`config.mk`:
```
export PLATFORM = sky130hd
export DESIGN_NAME = pps_supervisor
export DESIGN_NICKNAME = d
export VERILOG_FILES = /design/src/logic/pps_pkg.sv /design/src/logic/pps_tmr_if.sv /design/src/logic/pps_tick.sv /design/src/logic/pps_dur_timer.sv /design/src/logic/pps_supervisor.sv
export SDC_FILE = /design/constraint.sdc
export NUM_CORES = 1
export LEC_CHECK = 0
export ABC_AREA = 1
export BUFFER_PORTS_ARGS = -buffer_cell sky130_fd_sc_hd__clkbuf_2
export CAP_MARGIN = 20
export CORE_ASPECT_RATIO = 1.75
export CORE_UTILIZATION = 40
export CTS_BUF_LIST = sky130_fd_sc_hd__clkbuf_8
export DETAILED_ROUTE_END_ITERATION = 12
export MAX_ROUTING_LAYER = met4
export SYNTH_ARGS = -nofsm -noshare
export SYNTH_HDL_FRONTEND = slang
export SYNTH_SLANG_ARGS = --single-unit
```
`constraint.sdc`:
```
create_clock -name I_SYS_CLK -period 2.8 [get_ports I_SYS_CLK]
set_input_delay 0.42 -clock I_SYS_CLK [delete_from_list [all_inputs] [get_ports I_SYS_CLK]]
set_output_delay 0.42 -clock I_SYS_CLK [all_outputs]
set_load 0.01 [all_outputs]
```
`src/logic/pps_pkg.sv`:
```
// Shared constants, types and parameter indices of the pump protection supervisor.
package pps_pkg;
	typedef logic [15:0] pps_word_t;
	typedef enum logic [1:0] {PPS_IDLE, PPS_FILL, PPS_PID} pps_fill_st_t;

	// Clock rate and the base tick of all duration timers.
	localparam int CLK_MHZ = 250;
	localparam int TICK_MS = 100;
	localparam int TICK_CYC = TICK_MS * 1000 * CLK_MHZ;
	localparam int TICKS_PER_S = 1000 / TICK_MS;
	localparam int COND_TIME_S = 40;
	localparam pps_word_t COND_TICKS = 16'(COND_TIME_S * TICKS_PER_S);

	// Parameter indices, taken from the function code numbers.
	localparam pps_word_t IDX_PB_ACTION = 16'h9600;
	localparam pps_word_t IDX_PB_LEVEL = 16'h9601;
	localparam pps_word_t IDX_PB_TIME = 16'h9602;
	localparam pps_word_t IDX_FILL_EN = 16'h9603;
	localparam pps_word_t IDX_FILL_FREQ = 16'h9604;
	localparam pps_word_t IDX_FILL_DUR = 16'h9605;
	localparam pps_word_t IDX_FILL_CUT = 16'h9606;
	localparam pps_word_t IDX_MEAS_TEMP = 16'h8932;
	localparam pps_word_t IDX_FRZ_EN = 16'h9610;
	localparam pps_word_t IDX_SENS_TYPE = 16'h9611;
	localparam pps_word_t IDX_FRZ_THR = 16'h9612;
	localparam pps_word_t IDX_PRE_THR = 16'h9613;
	localparam pps_word_t IDX_FRZ_FREQ = 16'h9614;
	localparam pps_word_t IDX_DC_CUR = 16'h9615;

	// Reset values: percent and seconds in tenths, hertz in hundredths, degrees in tenths.
	localparam pps_word_t RST_PB_ACTION = 16'h0000;
	localparam pps_word_t RST_PB_LEVEL = 16'h0064;
	localparam pps_word_t RST_PB_TIME = 16'h04b0;
	localparam pps_word_t RST_FILL_EN = 16'h0000;
	localparam pps_word_t RST_FILL_FREQ = 16'h0bb8;
	localparam pps_word_t RST_FILL_DUR = 16'h0064;
	localparam pps_word_t RST_FILL_CUT = 16'h012c;
	localparam pps_word_t RST_FRZ_EN = 16'h0000;
	localparam pps_word_t RST_SENS_TYPE = 16'h0000;
	localparam pps_word_t RST_FRZ_THR = 16'hffce;
	localparam pps_word_t RST_PRE_THR = 16'h0000;
	localparam pps_word_t RST_FRZ_FREQ = 16'h0000;
	localparam pps_word_t RST_DC_CUR = 16'h012c;

	localparam pps_word_t VAL_ON = 16'h0001;
	localparam pps_word_t SENS_MAX = 16'h0003;
	localparam pps_word_t TEMP_MIN = 16'hff38;
	localparam pps_word_t TEMP_MAX = 16'h07d0;
	localparam int NUM_DI = 8;
	localparam logic [7:0] DI_FUNC_COND = 8'h5b;
endpackage

```
`src/logic/pps_tmr_if.sv`:
```
// Condition, limit and expiry of one duration timer.
`timescale 1ns/1ps
interface pps_tmr_if;
	logic cond;
	logic [15:0] limit;
	logic done;
	modport owner(output cond, output limit, input done);
	modport timer(input cond, input limit, output done);
endinterface

```
`src/logic/pps_tick.sv`:
```
// Free-running prescaler that gives one pulse per tenth of a second.
`timescale 1ns/1ps
module pps_tick #(
	parameter int TICK_CYC = pps_pkg::TICK_CYC
) (
	input wire logic i_clk,
	input wire logic i_srst,
	output logic o_tick
);
	logic [31:0] cnt_q;

	always_ff @(posedge i_clk) begin
		if (i_srst) begin
			cnt_q <= 32'h0;
			o_tick <= 1'b0;
		end else if (cnt_q >= 32'(TICK_CYC - 1)) begin
			cnt_q <= 32'h0;
			o_tick <= 1'b1;
		end else begin
			cnt_q <= cnt_q + 32'h1;
			o_tick <= 1'b0;
		end
	end
endmodule // pps_tick

```
`src/logic/pps_dur_timer.sv`:
```
// Duration timer that counts ticks while its condition holds.
`timescale 1ns/1ps
module pps_dur_timer (
	input wire logic i_clk,
	input wire logic i_srst,
	input wire logic i_tick,
	pps_tmr_if.timer tmr
);
	logic [15:0] cnt_q;

	// A condition that drops clears the count, so time only accrues unbroken.
	always_ff @(posedge i_clk) begin
		if (i_srst || !tmr.cond) begin
			cnt_q <= 16'h0;
		end else if (i_tick && cnt_q < tmr.limit) begin
			cnt_q <= cnt_q + 16'h1;
		end
	end

	assign tmr.done = tmr.cond && (cnt_q >= tmr.limit);
endmodule // pps_dur_timer

```
`src/logic/pps_supervisor.sv`:
```
// Pump protection supervisor: pipe break, soft filling, freezing and condensation.
// Operation
// - Pipe break action 1 stops, 0 runs.
// - At frequency limit, persistent break stops motor.
// - Zero detection level disables pipe break check.
// - Fill enable runs filling at every start.
// - Filling runs fixed frequency for set duration.
// - Feedback reaching cutoff also ends filling early.
// - After filling, PID regulator takes frequency control.
// - Fault during filling repeats filling on restart.
// - Cold with protection enabled runs freeze frequency.
// - Freeze signal ignored during normal running.
// - Run command ends freeze run, runs normally.
// - Stop during freeze stops and disarms protection.
// - Re-arm only after temperature exceeds threshold.
// - Out-of-range temperature reads as zero.
// - Sensor type 0 invalid, 1 to 3 valid.
// - Below pre-alarm threshold asserts pre-alarm output.
// - Below freezing threshold raises freezing fault.
// - Condensation input injects DC for 40 s.
// - DC injection current is a set proportion.
`timescale 1ns/1ps
module pps_supervisor #(
	parameter int TICK_CYC = pps_pkg::TICK_CYC
) (
	input wire logic I_SYS_CLK,
	input wire logic I_SRST,
	input wire logic I_PAR_WE,
	input wire pps_pkg::pps_word_t I_PAR_IDX,
	input wire pps_pkg::pps_word_t I_PAR_WDATA,
	input wire logic I_RUN_CMD,
	input wire logic I_STOP_CMD,
	input wire logic I_FAULT_TRIP,
	input wire pps_pkg::pps_word_t I_RUN_FREQ,
	input wire pps_pkg::pps_word_t I_UPPER_FREQ_LIMIT,
	input wire pps_pkg::pps_word_t I_PID_UPPER_LIMIT,
	input wire pps_pkg::pps_word_t I_PID_FEEDBACK,
	input wire pps_pkg::pps_word_t I_TEMP_RAW,
	input wire logic [pps_pkg::NUM_DI-1:0] I_DI,
	input wire logic [pps_pkg::NUM_DI*8-1:0] I_DI_FUNC,
	output pps_pkg::pps_word_t O_PAR_RDATA,
	output logic O_STOP_REQ,
	output logic O_FIXED_RUN,
	output pps_pkg::pps_word_t O_FIXED_FREQ,
	output logic O_PID_CTRL,
	output logic O_FREEZE_ACTIVE,
	output logic O_FREEZE_FAULT,
	output logic O_PREALARM,
	output logic O_DC_INJECT,
	output pps_pkg::pps_word_t O_DC_CURRENT
);
	import pps_pkg::*;
	pps_word_t pb_action_q, pb_level_q, pb_time_q;
	pps_word_t fill_en_q, fill_freq_q, fill_dur_q, fill_cut_q;
	pps_word_t frz_en_q, sens_type_q, frz_thr_q, pre_thr_q, frz_freq_q;
	pps_word_t dc_cur_q, meas_q, rdata_q, fix_freq_q;
	pps_fill_st_t fill_st_q;
	logic run_q, pb_stop_q, armed_q, frz_q, dc_q, cond_prev_q;
	logic fix_run_q, pid_q, fault_q, pre_q;
	logic [NUM_DI-1:0] di_s1_q, di_s2_q, di_hit;
	logic tick, sens_ok, cold, warm, at_limit, pb_cond, cond_lvl, cond_rise;
	logic frz_go;
	pps_tmr_if pb_tmr();
	pps_tmr_if fill_tmr();
	pps_tmr_if dc_tmr();
	pps_tick #(.TICK_CYC(TICK_CYC)) u_tick (.i_clk(I_SYS_CLK), .i_srst(I_SRST), .o_tick(tick));
	pps_dur_timer u_pb_tmr (.i_clk(I_SYS_CLK), .i_srst(I_SRST), .i_tick(tick),
		.tmr(pb_tmr.timer));
	pps_dur_timer u_fill_tmr (.i_clk(I_SYS_CLK), .i_srst(I_SRST), .i_tick(tick),
		.tmr(fill_tmr.timer));
	pps_dur_timer u_dc_tmr (.i_clk(I_SYS_CLK), .i_srst(I_SRST), .i_tick(tick),
		.tmr(dc_tmr.timer));

	// Parameter writes; the measured temperature is read-only.
	always_ff @(posedge I_SYS_CLK) begin
		if (I_SRST) begin
			pb_action_q <= RST_PB_ACTION;
			pb_level_q <= RST_PB_LEVEL;
			pb_time_q <= RST_PB_TIME;
			fill_en_q <= RST_FILL_EN;
			fill_freq_q <= RST_FILL_FREQ;
			fill_dur_q <= RST_FILL_DUR;
			fill_cut_q <= RST_FILL_CUT;
			frz_en_q <= RST_FRZ_EN;
			sens_type_q <= RST_SENS_TYPE;
			frz_thr_q <= RST_FRZ_THR;
			pre_thr_q <= RST_PRE_THR;
			frz_freq_q <= RST_FRZ_FREQ;
			dc_cur_q <= RST_DC_CUR;
		end else if (I_PAR_WE) begin
			if (I_PAR_IDX == IDX_PB_ACTION) begin
				pb_action_q <= I_PAR_WDATA;
			end else if (I_PAR_IDX == IDX_PB_LEVEL) begin
				pb_level_q <= I_PAR_WDATA;
			end else if (I_PAR_IDX == IDX_PB_TIME) begin
				pb_time_q <= I_PAR_WDATA;
			end else if (I_PAR_IDX == IDX_FILL_EN) begin
				fill_en_q <= I_PAR_WDATA;
			end else if (I_PAR_IDX == IDX_FILL_FREQ) begin
				fill_freq_q <= I_PAR_WDATA;
			end else if (I_PAR_IDX == IDX_FILL_DUR) begin
				fill_dur_q <= I_PAR_WDATA;
			end else if (I_PAR_IDX == IDX_FILL_CUT) begin
				fill_cut_q <= I_PAR_WDATA;
			end else if (I_PAR_IDX == IDX_FRZ_EN) begin
				frz_en_q <= I_PAR_WDATA;
			end else if (I_PAR_IDX == IDX_SENS_TYPE) begin
				sens_type_q <= I_PAR_WDATA;
			end else if (I_PAR_IDX == IDX_FRZ_THR) begin
				frz_thr_q <= I_PAR_WDATA;
			end else if (I_PAR_IDX == IDX_PRE_THR) begin
				pre_thr_q <= I_PAR_WDATA;
			end else if (I_PAR_IDX == IDX_FRZ_FREQ) begin
				frz_freq_q <= I_PAR_WDATA;
			end else if (I_PAR_IDX == IDX_DC_CUR) begin
				dc_cur_q <= I_PAR_WDATA;
			end
		end
	end

	// Read data follows the index one cycle later; unknown indices read zero.
	always_ff @(posedge I_SYS_CLK) begin
		if (I_SRST) begin
			rdata_q <= 16'h0;
		end else if (I_PAR_IDX == IDX_PB_ACTION) begin
			rdata_q <= pb_action_q;
		end else if (I_PAR_IDX == IDX_PB_LEVEL) begin
			rdata_q <= pb_level_q;
		end else if (I_PAR_IDX == IDX_PB_TIME) begin
			rdata_q <= pb_time_q;
		end else if (I_PAR_IDX == IDX_FILL_EN) begin
			rdata_q <= fill_en_q;
		end else if (I_PAR_IDX == IDX_FILL_FREQ) begin
			rdata_q <= fill_freq_q;
		end else if (I_PAR_IDX == IDX_FILL_DUR) begin
			rdata_q <= fill_dur_q;
		end else if (I_PAR_IDX == IDX_FILL_CUT) begin
			rdata_q <= fill_cut_q;
		end else if (I_PAR_IDX == IDX_MEAS_TEMP) begin
			rdata_q <= meas_q;
		end else if (I_PAR_IDX == IDX_FRZ_EN) begin
			rdata_q <= frz_en_q;
		end else if (I_PAR_IDX == IDX_SENS_TYPE) begin
			rdata_q <= sens_type_q;
		end else if (I_PAR_IDX == IDX_FRZ_THR) begin
			rdata_q <= frz_thr_q;
		end else if (I_PAR_IDX == IDX_PRE_THR) begin
			rdata_q <= pre_thr_q;
		end else if (I_PAR_IDX == IDX_FRZ_FREQ) begin
			rdata_q <= frz_freq_q;
		end else if (I_PAR_IDX == IDX_DC_CUR) begin
			rdata_q <= dc_cur_q;
		end else begin
			rdata_q <= 16'h0;
		end
	end

	// Temperature outside the measuring span is shown as zero.
	always_ff @(posedge I_SYS_CLK) begin
		if (I_SRST) begin
			meas_q <= 16'h0;
		end else if ($signed(I_TEMP_RAW) < $signed(TEMP_MIN) ||
				$signed(I_TEMP_RAW) > $signed(TEMP_MAX)) begin
			meas_q <= 16'h0;
		end else begin
			meas_q <= I_TEMP_RAW;
		end
	end

	assign sens_ok = (sens_type_q != 16'h0) && (sens_type_q <= SENS_MAX);
	assign cold = sens_ok && ($signed(meas_q) < $signed(frz_thr_q));
	assign warm = sens_ok && ($signed(meas_q) > $signed(frz_thr_q));

	// Normal run state, ended by stop, trip or a pipe break stop.
	always_ff @(posedge I_SYS_CLK) begin
		if (I_SRST) begin
			run_q <= 1'b0;
		end else if (I_STOP_CMD || I_FAULT_TRIP || pb_tmr.done) begin
			run_q <= 1'b0;
		end else if (I_RUN_CMD) begin
			run_q <= 1'b1;
		end
	end

	// Pipe break: pinned at a frequency limit while feedback stays under level.
	assign at_limit = (I_RUN_FREQ >= I_UPPER_FREQ_LIMIT) || (I_RUN_FREQ >= I_PID_UPPER_LIMIT);
	assign pb_cond = (pb_action_q == VAL_ON) && (pb_level_q != 16'h0) && run_q &&
		at_limit && (I_PID_FEEDBACK < pb_level_q);
	assign pb_tmr.cond = pb_cond;
	assign pb_tmr.limit = pb_time_q;

	// A new start releases the stop request, but a break seen in that cycle wins.
	always_ff @(posedge I_SYS_CLK) begin
		if (I_SRST) begin
			pb_stop_q <= 1'b0;
		end else if (pb_tmr.done) begin
			pb_stop_q <= 1'b1;
		end else if (I_RUN_CMD) begin
			pb_stop_q <= 1'b0;
		end
	end

	// Soft filling sequence at every start.
	always_ff @(posedge I_SYS_CLK) begin
		if (I_SRST) begin
			fill_st_q <= PPS_IDLE;
		end else begin
			case (fill_st_q)
				PPS_IDLE: begin
					if (I_RUN_CMD && !I_STOP_CMD && !I_FAULT_TRIP) begin
						fill_st_q <= (fill_en_q == VAL_ON) ? PPS_FILL : PPS_PID;
					end
				end
				PPS_FILL: begin
					if (I_STOP_CMD || I_FAULT_TRIP || pb_tmr.done) begin
						fill_st_q <= PPS_IDLE;
					end else if (fill_tmr.done || I_PID_FEEDBACK >= fill_cut_q) begin
						fill_st_q <= PPS_PID;
					end
				end
				PPS_PID: begin
					if (I_STOP_CMD || I_FAULT_TRIP || pb_tmr.done) begin
						fill_st_q <= PPS_IDLE;
					end
				end
				default: begin
					fill_st_q <= PPS_IDLE;
				end
			endcase
		end
	end

	assign fill_tmr.cond = (fill_st_q == PPS_FILL) && (I_RUN_FREQ == fill_freq_q);
	assign fill_tmr.limit = fill_dur_q;

	// Automatic freezing protection.
	assign frz_go = (frz_en_q == VAL_ON) && armed_q && cold && !run_q;

	always_ff @(posedge I_SYS_CLK) begin
		if (I_SRST) begin
			frz_q <= 1'b0;
		end else if (I_RUN_CMD || I_STOP_CMD || I_FAULT_TRIP) begin
			frz_q <= 1'b0;
		end else begin
			frz_q <= frz_go;
		end
	end

	always_ff @(posedge I_SYS_CLK) begin
		if (I_SRST) begin
			armed_q <= 1'b1;
		end else if (frz_q && I_STOP_CMD) begin
			armed_q <= 1'b0;
		end else if (warm) begin
			armed_q <= 1'b1;
		end
	end

	// Fixed-frequency run requests and hand-over to the PID regulator.
	always_ff @(posedge I_SYS_CLK) begin
		if (I_SRST) begin
			fix_run_q <= 1'b0;
			fix_freq_q <= 16'h0;
			pid_q <= 1'b0;
		end else if (fill_st_q == PPS_FILL) begin
			fix_run_q <= 1'b1;
			fix_freq_q <= fill_freq_q;
			pid_q <= 1'b0;
		end else if (frz_q) begin
			fix_run_q <= 1'b1;
			fix_freq_q <= frz_freq_q;
			pid_q <= 1'b0;
		end else begin
			fix_run_q <= 1'b0;
			fix_freq_q <= 16'h0;
			pid_q <= (fill_st_q == PPS_PID);
		end
	end

	always_ff @(posedge I_SYS_CLK) begin
		if (I_SRST) begin
			fault_q <= 1'b0;
			pre_q <= 1'b0;
		end else begin
			fault_q <= (frz_en_q == VAL_ON) && cold;
			pre_q <= sens_ok && ($signed(meas_q) < $signed(pre_thr_q));
		end
	end

	// Condensation terminals pass a two-stage synchroniser before use.
	always_ff @(posedge I_SYS_CLK) begin
		if (I_SRST) begin
			di_s1_q <= '0;
			di_s2_q <= '0;
		end else begin
			di_s1_q <= I_DI;
			di_s2_q <= di_s1_q;
		end
	end

	generate
		for (genvar g = 0; g < NUM_DI; g++) begin : g_di
			assign di_hit[g] = di_s2_q[g] && (I_DI_FUNC[g*8 +: 8] == DI_FUNC_COND);
		end
	endgenerate

	assign cond_lvl = |di_hit;
	assign cond_rise = cond_lvl && !cond_prev_q;

	always_ff @(posedge I_SYS_CLK) begin
		if (I_SRST) begin
			cond_prev_q <= 1'b0;
			dc_q <= 1'b0;
		end else begin
			cond_prev_q <= cond_lvl;
			if (cond_rise) begin
				dc_q <= 1'b1;
			end else if (dc_tmr.done) begin
				dc_q <= 1'b0;
			end
		end
	end
	assign dc_tmr.cond = dc_q;
	assign dc_tmr.limit = COND_TICKS;
	assign O_PAR_RDATA = rdata_q;
	assign O_STOP_REQ = pb_stop_q;
	assign O_FIXED_RUN = fix_run_q;
	assign O_FIXED_FREQ = fix_freq_q;
	assign O_PID_CTRL = pid_q;
	assign O_FREEZE_ACTIVE = frz_q;
	assign O_FREEZE_FAULT = fault_q;
	assign O_PREALARM = pre_q;
	assign O_DC_INJECT = dc_q;
	assign O_DC_CURRENT = dc_cur_q;
endmodule // pps_supervisor

```
### Word level (Yosys, flattened, before mapping)

Index checks and enable logic that the tools add are counted.

| word-level totals | value |
|---|---|
| register bits | 365 |
| input port bits | 190 |
| output and inout bits | 55 |
| word-level logic and storage cells | 203 |

| operators by class | value |
|---|---|
| add/sub/neg operators | 4 |
| order comparisons | 17 |
| eq/ne operators | 31 |
| mux-type cells | 31 |
| bitwise gates (word level) | 12 |
| reductions and logical operators | 74 |

Operators by type and width:

| kind | number |
|---|---|
| 16-bit 2-to-1 mux | 16 |
| 16-bit == test (second input constant) | 14 |
| 16-bit greater-or-equal comparator | 5 |
| 16-bit < comparator | 5 |
| 8-bit by 7-bit == test with 1-bit output (second input constant) | 8 |
| 16-bit by 1-bit adder with 16-bit output (second input constant) | 3 |
| 16-bit by 1-bit == test with 1-bit output (second input constant) | 3 |
| 32-bit by 1-bit adder with 32-bit output (second input constant) | 1 |
| 32-bit by 25-bit greater-or-equal comparator with 1-bit output (second input constant) | 1 |
| 16-bit by 9-bit < comparator with 1-bit output (second input constant) | 2 |
| 16-bit nonzero test | 2 |
| 1-bit logical AND | 31 |
| 16-bit == test | 1 |
| 16-bit by 9-bit greater-or-equal comparator with 1-bit output (second input constant) | 1 |
| 16-bit by 12-bit greater-than comparator with 1-bit output (second input constant) | 1 |
| 16-bit greater-than comparator | 1 |
| 16-bit by 2-bit <= comparator with 1-bit output (second input constant) | 1 |
| 14-bit AND reduction | 1 |
| 13-bit AND reduction | 1 |
| 1-bit inverter | 12 |
| 12-bit AND reduction | 1 |
| 11-bit AND reduction | 1 |
| 1-bit logical OR | 10 |
| 2-bit 2-to-1 mux | 5 |
| other kinds (21) | 42 |

### Logic depth before layout (Yosys ltp)

Gate-level depths: netlist of run 1.

| logic depth | value |
|---|---|
| depth after elaboration | 15 |
| gate-level depth with buffers | 20 |
| depth with buffers taken out | 20 |

### By module

Synthesis of run 1 repeated with hierarchy kept, for this count alone.

| second synthesis, totals | value |
|---|---|
| cells, all modules | 3132 |
| area, all modules | 21575.7 um^2 |

Modules (own cells, without submodules):

| module | times used | cells an instance | area each (um^2) | seq. area each (um^2) |
|---|---|---|---|---|
| pps_supervisor | 1 | 2210 | 15519.9 | 5685.5 |
| pps_dur_timer | 3 | 237 | 1496.4 | 320.3 |
| pps_tick | 1 | 211 | 1566.5 | 660.6 |

### Worst setup path before layout of run 1

No wires, ideal clock.

| path | value |
|---|---|
| path kind | input-to-reg |
| start | input I_PAR_IDX[15] |
| end | register dc_cur_q[10], in the netlist O_DC_CURRENT[10] |
| library setup time | 128 ps |
| data arrival time | 1969 ps |
| data required time | 2672 ps |
| setup slack | 703 ps |
| cell stages on the path | 15 |
| path through | inv_1 -> nor2_4 -> nand2_2 -> nor2_8 -> nand2_8 -> nor2_4 -> nor2_2 -> nand2_2 -> nor2_2 -> nand2_2 -> nor2_4 -> nand3_1 -> inv_2 -> clkbuf_1 -> a21oi_1 |

| between the ends | value |
|---|---|
| cells in the longest elaborated chain, start to end | 3 |
| elaborated cells on any way between the ends | 26 |
| those cells by class | eq/ne (13); bitwise (12); reduce/logical (1) |

Ends and longest elaborated chain:

| element | line | RTL |
|---|---|---|
| start, declared | pps_supervisor.sv:29 | `input wire pps_pkg::pps_word_t I_PAR_IDX,` |
| 16-bit == test (tied with other cells) | pps_supervisor.sv:113 | `end else if (I_PAR_IDX == IDX_FRZ_FREQ) begin` |
| 1-bit inverter (no source line) | n/a |  |
| 14-bit AND reduction (no source line) (*) | n/a |  |
| end signal, assigned | pps_supervisor.sv:89 | `dc_cur_q <= RST_DC_CUR;` |
| end signal, assigned | pps_supervisor.sv:116 | `dc_cur_q <= I_PAR_WDATA;` |
| end, declared | pps_supervisor.sv:56 | `pps_word_t dc_cur_q, meas_q, rdata_q, fix_freq_q;` |

Mark *: on every way between the ends. The rest lies on a longest branch, timed or not.
A chain may end at the register's enable or synchronous reset.

### Final worst setup path of run 1

| path | value |
|---|---|
| start | register u_tick.cnt_q[0] |
| end | register u_tick.cnt_q[24] |

| between the ends | value |
|---|---|
| cells in the longest elaborated chain, start to end | 2 |
| elaborated cells on any way between the ends | 3 |
| those cells by class | add/sub (1); order compare (1); reduce/logical (1) |

Ends and longest elaborated chain:

| element | line | RTL |
|---|---|---|
| start, declared | pps_tick.sv:10 | `logic [31:0] cnt_q;` |
| start signal, assigned | pps_tick.sv:20 | `cnt_q <= cnt_q + 32'h1;` |
| 32-bit by 25-bit greater-or-equal comparator with 1-bit output | pps_tick.sv:16 | `end else if (cnt_q >= 32'(TICK_CYC - 1)) begin` |
| 2-bit OR reduction (no source line) | n/a |  |

Parallel ways exist; a longest one is shown, timed or not.

==> flow_summary.json, run 1 <==
{
  "arrival_ns": 3.10,
  "synth_edf_count": 0,
  "clkSlewWorstSetupHoldPaths_ns": 0.07,
  "synth_cells": 2795,
  "cp_data_required_time_ns": 3.39,
  "fin_tns_setup_ns": 0,
  "yosysTopAreaCell": "dfxtp_1",
  "syn_area_per_cell_um2": 7.145,
  "cts_sinks": 365,
  "min_path_type": "in -> reg",
  "dieHeight_um": 297.6,
  "synth.most_common_cell": "inv_1",
  "wl_per_cell_um": 20.33,
  "synth_compound_area_frac": 0.2024,
  "async_flop_share": 0,
  "critPathCaptureType": "flip-flop",
  "die_w_um": 170.9,
  "synthAdderAreaFrac": 0.08207,
  "crit_family": "simple AND/OR/NAND/NOR gates",
  "synth-seq-area-share": 0.3659,
  "max_slew_margin": 0.3903,
  "largest_register_ffs": 32,
  "min_period_ns": 2.514,
  "first_global_vias": 19409,
  "critPathBufInv": 1,
  "nets": 3393,
  "max_stage_delay_ns": 0.35,
  "num_io_pins": 245,
  "finalPower_w": 0.01097,
  "path_cells": "ha_1 > nand3_1 > nor2_1 > nand4_1 > nor3_1 > nand3_1 > nor2_1 > nand2_1 > nor2_2 > inv_1 > nor3_1 > nand2_1 > a21oi_1",
  "area_growth_pct": 17.84,
  "met3_length_mm": 3.703,
  "violations": "design-rule violations",
  "h-tree-depth": 2,
  "synthDistinctLibCells": 60,
  "slew_violations": 0,
  "wl_met2_mm": 39.63,
  "wl_met1_mm": 26.68,
  "worst-path-stages": 13,
  "r2r_cells": 13,
  "dp_hpwl_mm": 60.18,
  "dieArea_mm2": 0.05086,
  "reg2reg_to": "u_tick.cnt_q[24]",
  "reg2reg_slack_ns": 0.29,
  "critPathSlowestCell": "dfxtp_1",
  "drive_gt1_frac": 0.1682,
  "worstReg2RegStart": "u_tick.cnt_q[0]",
  "drc": 2,
  "num-fill-cells": 5142,
  "post_cts_buffers": 0,
  "ant_nets": 0,
  "cts_tree": "done",
  "regMostFlops": "u_tick.cnt_q",
  "start_util": 0.4038,
  "top_layer": "met4",
  "setup_viol": 0,
  "synthTopCellsByCount": "inv_1 (466), nand2_1 (419), dfxtp_1 (365)",
  "vdd_drop_max_v": 0.0002921,
  "ys_top_cells_by_area": "dfxtp_1 (37%), inv_1 (8.8%), ha_1 (8.2%)",
  "ys_ff_latch": 365,
  "yosys.area_share.xor_xnor": 0.004385,
  "drt_iter0_markers": 1381,
  "yosys_warnings": 0,
  "vias_per_cell": 5.281,
  "synth-simple-area-share": 0.2279,
  "vias": 19956,
  "cts.root.buffer_cell": "clkbuf_8",
  "stdcell_count": 3779,
  "synthMuxAreaShare": 0,
  "io_buffers": 244,
  "antenna_found_initial": 4,
  "yosysTopAreaCellShare": 0.3659,
  "rsz0062_at_grt": "false",
  "power_density_mw_per_mm2": 466.3,
  "maxCapViolCount": 0,
  "synth_top_family_by_area": "simple AND/OR/NAND/NOR gates",
  "crit_type": "reg -> reg",
  "startpoint": "u_tick.cnt_q[0]",
  "row_count": 108,
  "start_kind": "flip-flop",
  "core_mm2": 0.04946,
  "wl_mm": 76.83,
  "clockBufferDepth": 3,
  "drt-pass1-iter-count": 10,
  "status": "finished, violations left",
  "max_freq_ghz": 0.3977,
  "syn_area_mm2": 0.01997,
  "cts_buffers": 55,
  "grt_usage": 0.3086,
  "finClkSkew_ns": 0.03724,
  "fin_crit_sh": 0.8980,
  "crit_end": "u_tick.cnt_q[24]",
  "place.gp.congestion": 1.026,
  "clock_latency_ns": 0.67,
  "hold_violations": 0,
  "grt_pass1_wl_mm": 113.1,
  "synth_flop_cell": "dfxtp_1",
  "p_leak_nw": 10.86,
  "dp.cells": 3662,
  "worst_slew_pin_slew_ns": 0.9063,
  "cp_max_fo": 4,
  "fin_util": 0.4758,
  "grt_start_max_net_pins": 111,
  "grt_overflow": 0
}
cells by family after synthesis:
logic type / Yosys count
adders and majority gates: 131
AOI/OAI and AO/OA: 687
xor gates and xnor gates: 10
and+or+nand+nor: 1004
buffers and inverters: 597
DFF: 365
other: 1
where the power goes:
part | switching, W | total [W] | internal, W
sequential | 0.0000131 | 0.00523 | 0.00522
combinational | 0.000554 | 0.000832 | 0.000278
clock | 0.00226 | 0.00491 | 0.00265
total | 0.00283 | 0.0110 | 0.00815
timing repair:
item | in CTS | in global routing
resized for setup | 0 | 6
setup endpoints to repair | 0 | 14
hold buffers | 13 | 0
hold endpoints to repair | 13 | 0
worst min-delay path by stage:
stage / slack, ns / startpoint / cells past startpoint / endpoint
4_1_cts: 0.004 / I_TEMP_RAW[10] / 3 / meas_q[10]
3_3_place_gp: 0.39 / di_s1_q[2] / 2 / di_s2_q[2]
3_5_place_dp: 0.40 / di_s1_q[3] / 2 / di_s2_q[3]
2_1_floorplan: 0.39 / di_s1_q[0] / 2 / di_s2_q[0]
6_report: 0.03 / I_TEMP_RAW[4] / 3 / meas_q[4]
5_1_grt: 0.04 / I_TEMP_RAW[4] / 3 / meas_q[4]
cell usage in the layout, fill, tap and decap left out, types with 4 or more instances in the layout:
| cell type | Yosys | routed |
|---|---|---|
| o32ai_1 | 12 | 12 |
| ha_1 | 131 | 131 |
| nand2_4 | 4 | 4 |
| nor4_1 | 27 | 27 |
| o21ai_1 | 35 | 35 |
| o21ai_0 | 215 | 215 |
| nand3b_1 | 5 | 5 |
| nand2_1 | 419 | 419 |
| buf_4 | 7 | 65 |
| nor2_4 | 5 | 6 |
| nand4_1 | 77 | 77 |
| bufinv_16 | 0 | 5 |
| xor2_1 | 7 | 7 |
| a221oi_1 | 10 | 10 |
| inv_2 | 13 | 13 |
| a21oi_1 | 292 | 292 |
| a211oi_1 | 27 | 27 |
| inv_1 | 466 | 479 |
| o211ai_1 | 10 | 10 |
| clkbuf_8 | 0 | 67 |
| or2_2 | 6 | 6 |
| nor3b_1 | 12 | 12 |
| nor3_4 | 5 | 5 |
| a21oi_2 | 6 | 6 |
| conb_1 | 1 | 7 |
| o21a_1 | 5 | 5 |
| nor2_2 | 17 | 20 |
| clkbuf_2 | 0 | 243 |
| a31oi_1 | 11 | 11 |
| nor2_1 | 280 | 276 |
| nor3_1 | 39 | 38 |
| clkinv_2 | 0 | 12 |
| nand2_2 | 10 | 10 |
| nand3_1 | 87 | 87 |
| a211oi_2 | 41 | 41 |
| buf_12 | 0 | 8 |
| dfxtp_1 | 365 | 365 |
| dlygate4sd3_1 | 0 | 13 |
area by class of cell:
cell class / count / area (um2) / share of cell area
Multi-Input combinational cell: 1839 / 10370 / 0.4405
Sequential cell: 365 / 7307 / 0.3105
Timing Repair Buffer: 329 / 1994 / 0.08475
Inverter: 482 / 1810 / 0.07693
Clock buffer: 67 / 922.1 / 0.03918
Tap cell: 660 / 825.8 / 0.03509
Clock inverter: 34 / 299.0 / 0.01271
Antenna cell: 3 / 7.507 / 0.0003190
through the flow:
step / setup slack [ns] / hold slack, ns / cell area (um2)
6_report: 0.2857 / 0.02673 / 23530
5_1_grt: 0.02926 / 0.03802 / 23530
4_1_cts: 0.08842 / 0.003888 / 23510
3_5_place_dp: -0.1042 / 0.3991 / 22160
3_3_place_gp: -0.1059 / 0.3914 / 22160
2_1_floorplan: 0.7026 / 0.3883 / 19990
worst register-to-register path: cells and delay by family (launching register included):
family / cells / cell delay [ns]
buf+inv: 1 / 0.10
simple gates: 10 / 1.65
fa+ha+maj: 1 / 0.20
compound gates: 1 / 0.12
flops: 1 / 0.35
layer usage:
metal  global-route usage  vias to the layer above
li1                     -                     9794
met1               0.2901                     9188
met2               0.5567                      701
met4               0.2392                        0
met3              0.04191                      273
met5                    -                        -
Note: power is estimated with default switching activity, not from simulation.
==> run 2: changes to the inputs <==
Settings changed: RECOVER_POWER from default to 50.
==> run 2 against run 1 <==
  * Largest cell class unchanged
  * Clock-buffer cell count did not move
  * Worst hold slack improved by 0.0018 ns
  * Cell count did not move
  * Sequential cell count unchanged
  * Core utilization down 0.36 points
  * Setup slack got worse by 0.0079 ns
  * Routed wire length hardly changed
  * Register-to-register slack hardly changed
  * Sequential power is essentially flat
  * Cell area fell by 0.76%
  * The flow finishes with violations (design-rule violations, max-capacitance violations, max-slew violations)
  * First-iteration DRC count fell by 1.2%
  * Clock skew rose by 0.0013 ns
  * Highest routed layer unchanged
==> flow_summary.json, run 2 (synthesis results as in run 1) <==
{
  "finalPower_w": 0.01097,
  "grt_start_max_net_pins": 111,
  "cts_tree": "done",
  "crit_top_cell": "nor2_1",
  "post_cts_buffers": 0,
  "crit_type": "in -> reg",
  "ant_nets": 0,
  "p_comb_frac": 0.075,
  "final_common_cell": "inv_1",
  "clkSlewWorstSetupHoldPaths_ns": 0.06,
  "violations": "design-rule violations, max-capacitance violations, max-slew violations",
  "maxCapViolCount": 1,
  "dieArea_mm2": 0.05086,
  "drt_iter0_markers": 1364,
  "crit_family": "simple AND/OR/NAND/NOR gates",
  "worstReg2RegStart": "u_tick.cnt_q[0]",
  "cts_buffers": 55,
  "finClkSkew_ns": 0.03857,
  "clock_latency_ns": 0.66,
  "p_clk_frac": 0.447,
  "drc": 2,
  "p_int_w": 0.008144,
  "power_density_mw_per_mm2": 469.5,
  "swShare": 0.2574,
  "setup_viol": 0,
  "cts.root.buffer_cell": "clkbuf_8",
  "startpoint": "I_PAR_IDX[7]",
  "min_path_type": "in -> reg",
  "dieHeight_um": 297.6,
  "largest_register_ffs": 32,
  "cts_sinks": 365,
  "clockBufferDepth": 3,
  "hold_violations": 0,
  "slew_violations": 111,
  "grt_pass1_wl_mm": 113.1,
  "p_sw_w": 0.002822,
  "wl_per_cell_um": 20.33,
  "row_count": 108,
  "die_w_um": 170.9,
  "status": "finished, violations left",
  "grt_overflow": 0,
  "vias": 19937,
  "start_util": 0.4038,
  "h-tree-depth": 2,
  "critPathSlowestCell": "nor3_1",
  "fin_crit_sh": 0.9008,
  "cp_max_fo": 32,
  "nets": 3393,
  "max_stage_delay_ns": 0.62,
  "grt_usage": 0.3086,
  "max_slew_margin": -0.1543,
  "dp_hpwl_mm": 60.18,
  "drive_gt1_frac": 0.1476,
  "hold_start": "I_TEMP_RAW[10]",
  "min_period_ns": 2.522,
  "antenna_found_initial": 4,
  "drt-pass1-iter-count": 9,
  "rsz0062_at_grt": "false",
  "p_seq_frac": 0.477,
  "first_global_vias": 19409,
  "vdd_drop_max_v": 0.0002931,
  "p_leak_nw": 10.64,
  "vias_per_cell": 5.276,
  "io_buffers": 244,
  "cp_data_required_time_ns": 3.34,
  "path_cells": "clkbuf_2 > nor2_1 > inv_1 > nor3_1 > nand2_8 > nor2_1 > nor2_1 > nand2_1 > nor2_2 > nand2_2 > nor2_4 > nand4_2 > buf_4 > nor2_1 > a211oi_2",
  "fin_util": 0.4722,
  "critPathBufInv": 3,
  "max_freq_ghz": 0.3965,
  "regMostFlops": "u_tick.cnt_q",
  "arrival_ns": 3.06,
  "place.gp.congestion": 1.026,
  "start_kind": "input pin",
  "worst_slew_pin_slew_ns": 1.731,
  "num_io_pins": 245,
  "core_mm2": 0.04946,
  "fin_hold_ws_ns": 0.02850,
  "wl_met1_mm": 26.65,
  "top_layer": "met4",
  "critPathCaptureType": "flip-flop",
  "met3_length_mm": 3.725,
  "wl_met2_mm": 39.60,
  "final_cell_mix": "inv_1 (479), nand2_1 (420), dfxtp_1 (365)",
  "wl_mm": 76.83,
  "area_growth_pct": 16.94
}
## run 2: metrics by stage
| stage | TNS [ns] | cell area, um2 | std cells | worst slack, ns |
|---|---|---|---|---|
| floorplan | 0 | 19990 | 2801 | 0.7026 |
| global placement | -0.1956 | 22160 | 3662 | -0.1059 |
| detailed placement | -0.1762 | 22160 | 3662 | -0.1042 |
| CTS | 0 | 23510 | 3776 | 0.08842 |
| global route | 0 | 23350 | 3779 | 0.02844 |
| finish | 0 | 23350 | 3779 | 0.2778 |
## run 2: final cells by class
type,count,area [um2]
clock buffers,67,922.1
diodes,3,7.507
inverters,482,1810
clock inverters,34,299.0
flip-flops and latches,365,7307
multi-input cells,1839,10330
repair buffers,329,1857
well taps,660,825.8
fillers,5177,26100
## run 2: path summary, 6_finish.rpt
kind | to | slack, ns | cells past startpoint
worst max register to register | u_tick.cnt_q[24] | 0.28 | 13
worst min-delay path | meas_q[10] | 0.03 | 3
worst min register to register | di_s2_q[1] | 0.40 | 2
worst max-delay path | pre_thr_q[5] | 0.28 | 15
## run 2: routing by layer
metal,GRT usage,vias to the layer above
met2,0.5567,682
li1,-,9788
met5,-,-
met3,0.04191,267
met1,0.2901,9200
met4,0.2392,0
## run 2: power groups by stage
stage                     registers [W]  clock network, W  logic (W)
after global placement          0.00535                 0   0.000790
after detailed placement        0.00535                 0   0.000805
after CTS                       0.00523           0.00500   0.000823
final                           0.00523           0.00491   0.000825
after global routing            0.00523           0.00521   0.000904
after floorplan                 0.00535                 0   0.000392
## run 2: worst min-delay path: cells and delay by family
family        cells  cell delay, ns
buf+inv           2            0.17
simple gates      1            0.04
## run 2: what timing repair did
action	4_1_cts	5_1_grt
endpoints found under the setup margin	0	14
hold buffers	13	0
gates resized for setup	0	6
hold endpoints to repair	13	0
